`config.mk`:
```
export PLATFORM = sky130hd
export DESIGN_NAME = sbwwc_top
export DESIGN_NICKNAME = d
export VERILOG_FILES = /design/src/hdl/sbwwc_top.v
export VERILOG_INCLUDE_DIRS = /design/src /design/src/hdl
export SDC_FILE = /design/constraint.sdc
export NUM_CORES = 1
export LEC_CHECK = 0
export ABC_CLOCK_PERIOD_IN_PS = 1700
export BUFFER_PORTS_ARGS = -buffer_cell sky130_fd_sc_hd__buf_2
export CORE_AREA = 2 2 92 59
export CTS_CLUSTER_DIAMETER = 120
export DETAILED_ROUTE_END_ITERATION = 12
export DIE_AREA = 0 0 94 61
export GPL_TIMING_DRIVEN = 0
export HOLD_SLACK_MARGIN = 0.03
export PLACE_DENSITY = 0.74
export SYNTH_ARGS = -nofsm -noshare
export SYNTH_HDL_FRONTEND = slang
export SYNTH_SLANG_ARGS = --single-unit
```
`constraint.sdc`:
```
create_clock -name clk_i -period 1.7 [get_ports clk_i]
set_input_delay 0.17 -clock clk_i [delete_from_list [all_inputs] [get_ports clk_i]]
set_output_delay 0.17 -clock clk_i [all_outputs]
set_load 0.02 [all_outputs]
```
`src/hdl/sbwwc_map.vh`:
```
// Register map, field positions, reset values and wait codes for the wake wait control
`ifndef SBWWC_MAP_VH
`define SBWWC_MAP_VH

`define SBWWC_PDC1_OFFSET      4'h0
`define SBWWC_STATUS_OFFSET    4'h4
`define SBWWC_PDC1_RESET       8'h00
`define SBWWC_STANDBY_BIT      7
`define SBWWC_WAIT_MSB         6
`define SBWWC_WAIT_LSB         4
`define SBWWC_SAMPLE_BIT       3
`define SBWWC_PDC1_WMASK       8'hf8
`define SBWWC_DIV_SLOW         5'h10
`define SBWWC_DIV_FAST         5'h04
`define SBWWC_STATES_0         18'h02000
`define SBWWC_STATES_1         18'h04000
`define SBWWC_STATES_2         18'h08000
`define SBWWC_STATES_3         18'h10000
`define SBWWC_STATES_4         18'h20000
`define SBWWC_STATES_5         18'h00400
`define SBWWC_STATES_6         18'h00080
`define SBWWC_STATES_7         18'h00010

`endif

```
`src/hdl/sbwwc_top.v`:
```
// Standby wake wait control with classic Wishbone register slave
//
// The Wishbone slave port and the placing of the registers were left to the implementer.
`timescale 1ns/1ps
`default_nettype none
`include "sbwwc_map.vh"

// Summary of operation
// - Bits 6..4 pick the wait after oscillator start before its clock is used.
// - During the wait the on-chip clock is used; count, then switch over.
// - The same code sets the wait when software switches to the external clock.
// - Counted wait lies between the programmed count and twice that count.
// - Bit 3 picks watch clock sampling: 0 is divide by 16, 1 divide by 4.
// - Bits 2..0 reset to zero, read zero and ignore writes.
// - Reset clears wait select and sample select; both read and write.
// - Codes 0..7 give 8192,16384,32768,65536,131072,1024,128,16 wait states.
// - Bit 7 picks sleep (0) or standby (1) for the sleep instruction.
module sbwwc_top
(
    // Clock and reset
    input  wire        clk_i,
    input  wire        rst_i,
    // Wishbone slave
    input  wire        cyc_i,
    input  wire        stb_i,
    input  wire        we_i,
    input  wire [3:0]  adr_i,
    input  wire [0:0]  sel_i,
    input  wire [7:0]  dat_i,
    output wire [7:0]  dat_o,
    output wire        ack_o,
    output wire        err_o,
    // Wake and switch requests, one-cycle pulses from same-clock logic
    input  wire        wake_req_i,
    input  wire        switch_req_i,
    // Clock selection, watch sampling and standby select
    output wire        ext_clk_sel_o,
    output wire        wait_busy_o,
    output wire        standby_on_sleep_o,
    output wire        watch_sample_en_o
);

    localparam [1:0] ST_EXT  = 2'b01;
    localparam [1:0] ST_WAIT = 2'b10;

    // Register slave
    reg  [7:0]  pdc1_ff;
    reg  [7:0]  dat_ff;
    reg         ack_ff;
    reg         err_ff;
    reg  [7:0]  nxt_rdata;
    reg         nxt_hit;

    // Wait engine
    reg  [1:0]  state_ff;
    reg  [17:0] wait_cnt_ff;
    reg  [17:0] wait_target_ff;
    reg         ext_sel_ff;
    reg         busy_ff;

    // Watch sampling and standby select
    reg         stby_ff;
    reg  [4:0]  div_cnt_ff;
    reg         sample_ff;

    wire        req_valid = cyc_i & stb_i & ~ack_ff & ~err_ff;
    wire        hit_pdc1  = (adr_i == `SBWWC_PDC1_OFFSET);
    wire        hit_stat  = (adr_i == `SBWWC_STATUS_OFFSET);
    wire        start     = wake_req_i | switch_req_i;
    wire [4:0]  div_last  = pdc1_ff[`SBWWC_SAMPLE_BIT] ? `SBWWC_DIV_FAST - 5'h01
                                                       : `SBWWC_DIV_SLOW - 5'h01;

    // Wait states for a code
    function [17:0] wait_states;
        input [2:0] code;
        begin
            case (code)
                3'h0: wait_states = `SBWWC_STATES_0;
                3'h1: wait_states = `SBWWC_STATES_1;
                3'h2: wait_states = `SBWWC_STATES_2;
                3'h3: wait_states = `SBWWC_STATES_3;
                3'h4: wait_states = `SBWWC_STATES_4;
                3'h5: wait_states = `SBWWC_STATES_5;
                3'h6: wait_states = `SBWWC_STATES_6;
                default: wait_states = `SBWWC_STATES_7;
            endcase
        end
    endfunction

    // Address decode; the status word is read-only, writes to it are acked and dropped
    always @*
    begin
        nxt_rdata = 8'h00;
        nxt_hit   = 1'b0;
        if (hit_pdc1)
        begin
            nxt_rdata = pdc1_ff;
            nxt_hit   = 1'b1;
        end
        else if (hit_stat)
        begin
            nxt_rdata = {6'h00, busy_ff, ext_sel_ff};
            nxt_hit   = 1'b1;
        end
    end

    // Register slave, one wait cycle free: ack follows the request edge
    always @(posedge clk_i)
    begin
        if (rst_i)
        begin
            pdc1_ff <= `SBWWC_PDC1_RESET;
            dat_ff  <= 8'h00;
            ack_ff  <= 1'b0;
            err_ff  <= 1'b0;
        end
        else
        begin
            ack_ff <= 1'b0;
            err_ff <= 1'b0;
            dat_ff <= 8'h00;
            if (req_valid)
            begin
                if (!nxt_hit)
                    err_ff <= 1'b1;
                else
                begin
                    ack_ff <= 1'b1;
                    if (!we_i)
                        dat_ff <= nxt_rdata;
                    else if (hit_pdc1 && sel_i[0])
                        pdc1_ff <= dat_i & `SBWWC_PDC1_WMASK;
                end
            end
        end
    end

    // Stabilization wait: runs on the on-chip clock until the count ends
    always @(posedge clk_i)
    begin
        if (rst_i)
        begin
            state_ff       <= ST_EXT;
            wait_cnt_ff    <= 18'h00000;
            wait_target_ff <= 18'h00000;
            ext_sel_ff     <= 1'b1;
            busy_ff        <= 1'b0;
        end
        else if (start)
        begin
            // Code is latched at request; later writes do not stretch a running wait
            state_ff       <= ST_WAIT;
            wait_cnt_ff    <= 18'h00000;
            // Held as count minus one so the compare needs no subtractor
            wait_target_ff <= wait_states(pdc1_ff[`SBWWC_WAIT_MSB:`SBWWC_WAIT_LSB])
                              - 18'h00001;
            ext_sel_ff     <= 1'b0;
            busy_ff        <= 1'b1;
        end
        else
        begin
            case (state_ff)
                ST_WAIT:
                begin
                    if (wait_cnt_ff == wait_target_ff)
                    begin
                        // Exactly the programmed count, inside one to two times it
                        state_ff   <= ST_EXT;
                        ext_sel_ff <= 1'b1;
                        busy_ff    <= 1'b0;
                    end
                    else
                        wait_cnt_ff <= wait_cnt_ff + 18'h00001;
                end
                default:
                begin
                    state_ff <= ST_EXT;
                    busy_ff  <= 1'b0;
                end
            endcase
        end
    end

    // Watch clock sampling strobe and standby select register
    always @(posedge clk_i)
    begin
        if (rst_i)
        begin
            div_cnt_ff <= 5'h00;
            sample_ff  <= 1'b0;
            stby_ff    <= 1'b0;
        end
        else
        begin
            stby_ff <= pdc1_ff[`SBWWC_STANDBY_BIT];
            if (div_cnt_ff >= div_last)
            begin
                div_cnt_ff <= 5'h00;
                sample_ff  <= 1'b1;
            end
            else
            begin
                div_cnt_ff <= div_cnt_ff + 5'h01;
                sample_ff  <= 1'b0;
            end
        end
    end

    assign dat_o              = dat_ff;
    assign ack_o              = ack_ff;
    assign err_o              = err_ff;
    assign ext_clk_sel_o      = ext_sel_ff;
    assign wait_busy_o        = busy_ff;
    assign standby_on_sleep_o = stby_ff;
    assign watch_sample_en_o  = sample_ff;

endmodule // sbwwc_top

`default_nettype wire
```
Word level (Yosys, flattened, before mapping)
Index checks and enable logic that the tools add are counted.
- register bits after elaboration: 62
- output and inout port bits: 14
- logic and storage cells: 72
- $add $sub $neg: 3
- order comparisons: 1
- equality and inequality tests: 10
- muxes and demuxes: 20
- bitwise operators: 10
- reduce and logical (&&, ||, !) cells: 14
- operator list (cell ; count):
    case mux 18 bit (7 select lines) ; 1
    two-way mux 18 bit ; 2
    adder 18 x 1 -> 18 bit (second input constant) ; 1
    == test 18 bit ; 1
    subtractor 18 x 1 -> 18 bit (second input constant) ; 1
    two-way mux 1 bit ; 11
    == test 3 bit (second input constant) ; 3
    two-way mux 2 bit ; 4
    two-way mux 8 bit ; 1
    == test 3 x 2 -> 1 bit (second input constant) ; 2
    inverter 1 bit ; 6
    OR reduction 2 bit ; 3
    OR reduction 6 bit ; 1
    adder 5 x 1 -> 5 bit (second input constant) ; 1
    greater-or-equal comparator 5 x 4 -> 1 bit ; 1
    OR reduction 5 bit ; 1
    == test 4 x 3 -> 1 bit (second input constant) ; 1
    logical NOT 4 bit ; 1
    two-way mux 4 bit ; 1
    AND reduction 2 bit ; 2
    AND reduction 4 bit ; 1
    nonzero test 2 bit ; 2
    OR reduction 4 bit ; 1
    bitwise AND 1 bit ; 3
    6 further kinds ; 6

Longest topological paths before layout
- depth after elaboration: 5
- mapped depth: 8
- mapped depth without buffers: 6

Worst setup path after synthesis
OpenSTA, ideal clock, no wires.
- path type: register to register
- from: register wait_cnt_ff[8]
- to: register wait_cnt_ff[0]
- library setup time: 0.131 ns
- data arrival time: 1.729 ns
- data required time: 1.569 ns
- path slack: -0.161 ns
- cell stages (with the launch flop): 9
- buffers on the path: 2
- clock period less this slack: 1.861 ns
- cell sequence: dfxtp_1 or3_1 a211oi_2 o2111ai_2 o21ai_4 buf_6 buf_12 xor2_2 nor2_1
- cells in the longest elaborated chain, start to end: 3
- RTL lines (item ; line ; text):
    from (decl) ; sbwwc_top.v:56 ; reg [17:0] wait_cnt_ff;
    from (signal assigned) ; sbwwc_top.v:173 ; wait_cnt_ff <= wait_cnt_ff + 18'h00001;
    == test 18 bit ; sbwwc_top.v:165 ; if (wait_cnt_ff == wait_target_ff)
    inverter 1 bit (no line) ; -- ;
    AND reduction 2 bit (no line) ; -- ;
No other way between the ends.
A chain may end at the register's enable or synchronous reset.

Worst setup path in the final report
- from: register wait_target_ff[9]
- to: register wait_cnt_ff[17]
- cells in the longest elaborated chain, start to end: 3
- RTL lines (item ; line ; text):
    from (decl) ; sbwwc_top.v:57 ; reg [17:0] wait_target_ff;
    from (signal assigned) ; sbwwc_top.v:155 ; wait_target_ff <= wait_states(pdc1_ff[`SBWWC_WAIT_MSB:`SBWWC_WAIT_LSB])
    == test 18 bit ; sbwwc_top.v:165 ;
    inverter 1 bit (no line) ; -- ;
    AND reduction 2 bit (no line) ; -- ;
No other way between the ends.

==> impl_metrics.csv <==
group,metric,value,unit
routing,routed_wl,5568,um
placed_design,hpwl,3814,um
sta,setup-violations-final,20,
placed_design,dp_slack,-517.4,ps
grt,antenna_found_initial,0,
critical_path,worstPathRequired,1920,ps
yosys,synth_seq_area_share,0.4463,
die,core,0.004880,mm^2
grt,grt_start_max_net_pins,16,
layout,final_cell_mix,"dfxtp_1 (44), nor2_1 (30), buf_2 (29), nand2_1 (19), xor2_1 (13)",
placed_design,routabilityCongestion,0.7926,
grt,grt-ovfl-total,0,
routing,drcViolationCount,0,
sta,tightest_slew,601.5,ps
die,die_x,94,um
yosys,syn_area_per_cell,9.389,um^2
layout,area_growth,21.38,%
sta,fmax,500.9,MHz
sta,slew_headroom,0.5990,
clocking,h-tree-depth,2,
die,io-pin-count,34,
sta,fin_crit,1996,ps
yosys,ys_warn_count,0,
critical_path,arrival,2220,ps
critical_path,cp-end-kind,"flop",
clocking,path_clk_slew,100,ps
critical_path,cpMaxStageDelayCell,"or3_4",
critical_path,critical_path.max_fanout,8,
critical_path,path_class,"reg -> reg",
yosys,synthCells,258,
routing,routedWlPerCell,15.01,um
critical_path,crit_path_start_kind,"flop",
power,power.static_leakage,0.001216,uW
sta,rsz0062_at_grt,"true",
clocking,numCtsBuffers,5,
grt,grt_pass1_vias,1818,
die,die-area,0.005734,mm^2
layout,layout_commonest_cell,"dfxtp_1",
layout,layout-drive-gt1-share,0.3180,
die,rows,20,
routing,vias_per_cell,5.383,
routing,dr.first_iter.drc_count,112,
clocking,clockRootBuffer,"clkbuf_8",
yosys,ys_ff_latch,54,
routing,via_count,1997,
sta,drv_slew,0,
clocking,clockBufferDepth,2,
sta,timing.final.ws_setup,-296.2,ps
clocking,cts.sinks,54,
status,violations,"negative setup slack",
clocking,clk_latency,310,ps
critical_path,cp.buffers_inverters,2,
yosys,synth_edf_count,0,
critical_path,cpLargestDelayFamily,"compound AO/OA/AOI/OAI gates",
sta,hold_violations,0,
clocking,cts.hold.buffers_added,0,
status,outcome,"finished, violations left",
min_path,hp-class,"in -> reg",
placed_design,portBuffers,29,
clocking,cts_tree,"built",
die,initial_core_util,0.4964,
yosys,ys.flop_type,"dfxtp_1",
power,p_per_area,749.6,mW/mm^2
grt,grt_pass1_wl,8873,um
grt,grt_usage,0.2092,
die,die_h,61,um
sta,finalClockSkew,8.263,ps
flow_run,max_cap_violations,0,
critical_path,slowest_delay,400,ps
sta,period_share,1.174,
routing,first_pass_iters,4,
yosys,syn-cell-area,0.002422,mm^2
routing,drt.antenna.violating_nets,0,
critical_path,path_cells,"or3_4 > a211oi_4 > o2111ai_4 > o21ai_4 > buf_6 > buf_12 > nor4_2 > o21a_1",
power,vdd_drop_max,480.5,uV
layout,nets,330,
yosys,synth_nets,283,
sta,holdWs,92.92,ps
layout,n_antenna_cell,0,
yosys,synthArstFlopShare,0,
yosys,yosysUniqueCellTypes,50,
## cell usage after synthesis (3+ instances only)
library cell / instances / area (um^2)
or4_2: 3 / 26.28
o21a_1: 7 / 52.55
o211ai_1: 4 / 30.03
nand2_1: 19 / 71.32
inv_1: 3 / 11.26
mux2i_1: 6 / 60.06
nor2_1: 30 / 112.6
o21ai_2: 3 / 26.28
a21oi_2: 3 / 26.28
o31ai_1: 3 / 22.52
dfxtp_1: 54 / 1081
and3_1: 3 / 18.77
clkbuf_1: 7 / 26.28
a21oi_1: 10 / 50.05
nand4_1: 4 / 25.02
or3_1: 3 / 18.77
nor4_1: 3 / 18.77
and2_1: 6 / 37.54
o21ai_0: 5 / 25.02
xor2_1: 14 / 122.6
nand3_1: 11 / 55.05
ha_1: 5 / 62.56
nor2b_1: 3 / 18.77
or3_2: 4 / 30.03
nand3b_1: 3 / 22.52
nor3_1: 11 / 55.05
## power breakdown
group / total (uW) / switching (uW) / internal [uW]
sequential: 1310 / 23.8 / 1290
combinational: 195 / 108 / 87.1
clock: 699 / 415 / 284
## per-stage QoR
step           std cells  setup TNS, ps  power [uW]  instance area (um^2)    util
6_report             371          -5040        2204                  2940  0.6026
2_1_floorplan        258         -932.7        1444                  2427       -
3_3_place_gp         353          -6568        1500                  2655  0.5441
3_5_place_dp         353          -7471        1503                  2655  0.5441
5_1_grt              371          -6771        2293                  2940  0.6026
4_1_cts              370          -5129        2203                  2888  0.5918
## layout make-up
cell class / instances / area [um^2]
clock inverters: 1 / 7.507
inverters: 3 / 11.26
well taps: 66 / 82.58
flip-flops and latches: 54 / 1101
clock buffers: 6 / 72.57
repair buffers: 40 / 257.7
fillers: 462 / 1939
multi-input cells: 190 / 1331
plain buffers: 11 / 76.32
## state kept, by name, indices dropped and copies added, names as in the netlist
name / flops
err_o: 1
standby_on_sleep_o: 1
pdc1_ff: 5
div_cnt_ff: 5
wait_target_ff: 12
wait_cnt_ff: 18
ext_clk_sel_o: 1
watch_sample_en_o: 1
ack_o: 1
state_ff: 2
dat_o: 7
## cell families (layout without fill, tap and decap cells)
logic type               after synthesis  after routing  share of synthesized area
AND/OR/NAND/NOR                      115            115                     0.2526
flip-flops                            54             54                     0.4463
AO/OA/AOI/OAI                         47             47                     0.1519
XOR/XNOR                              16             16                    0.06095
buffers and inverters                 14             61                    0.03616
multiplexers                           6              6                    0.02479
adder cells (fa/ha/maj)                5              5                    0.02583
other                                  1              1                   0.001548
## path summary, 6_finish.rpt
kind | start | end | slack (ps) | cells past startpoint
max | wait_target_ff[9] | wait_cnt_ff[17] | -300 | 8
min reg2reg | div_cnt_ff[0] | div_cnt_ff[0] | 470 | 1
min | dat_i[7] | pdc1_ff[7] | 90 | 3
max reg2reg | wait_target_ff[9] | wait_cnt_ff[17] | -300 | 8
## worst min-delay path: cells and delay by family
kind	cells	cell delay [ps]
multiplexers	1	50
AND/OR/NAND/NOR	1	80
buffers and inverters	1	70
## layer usage
metal | GRT usage | routed length, um
met3 | 0.04099 | 282
met2 | 0.3184 | 2362
met5 | 0 | 0
met1 | 0.2961 | 2849
met4 | 0.08696 | 74
## timing repair
action                                  in CTS  in global routing
gates cloned                                 0                  1
endpoints found under the setup margin      20                 21
pin swaps                                    8                 16
buffers inserted                            10                  0
gates resized for setup                     17                 10
No activity file was read; power rests on OpenSTA's default activity.
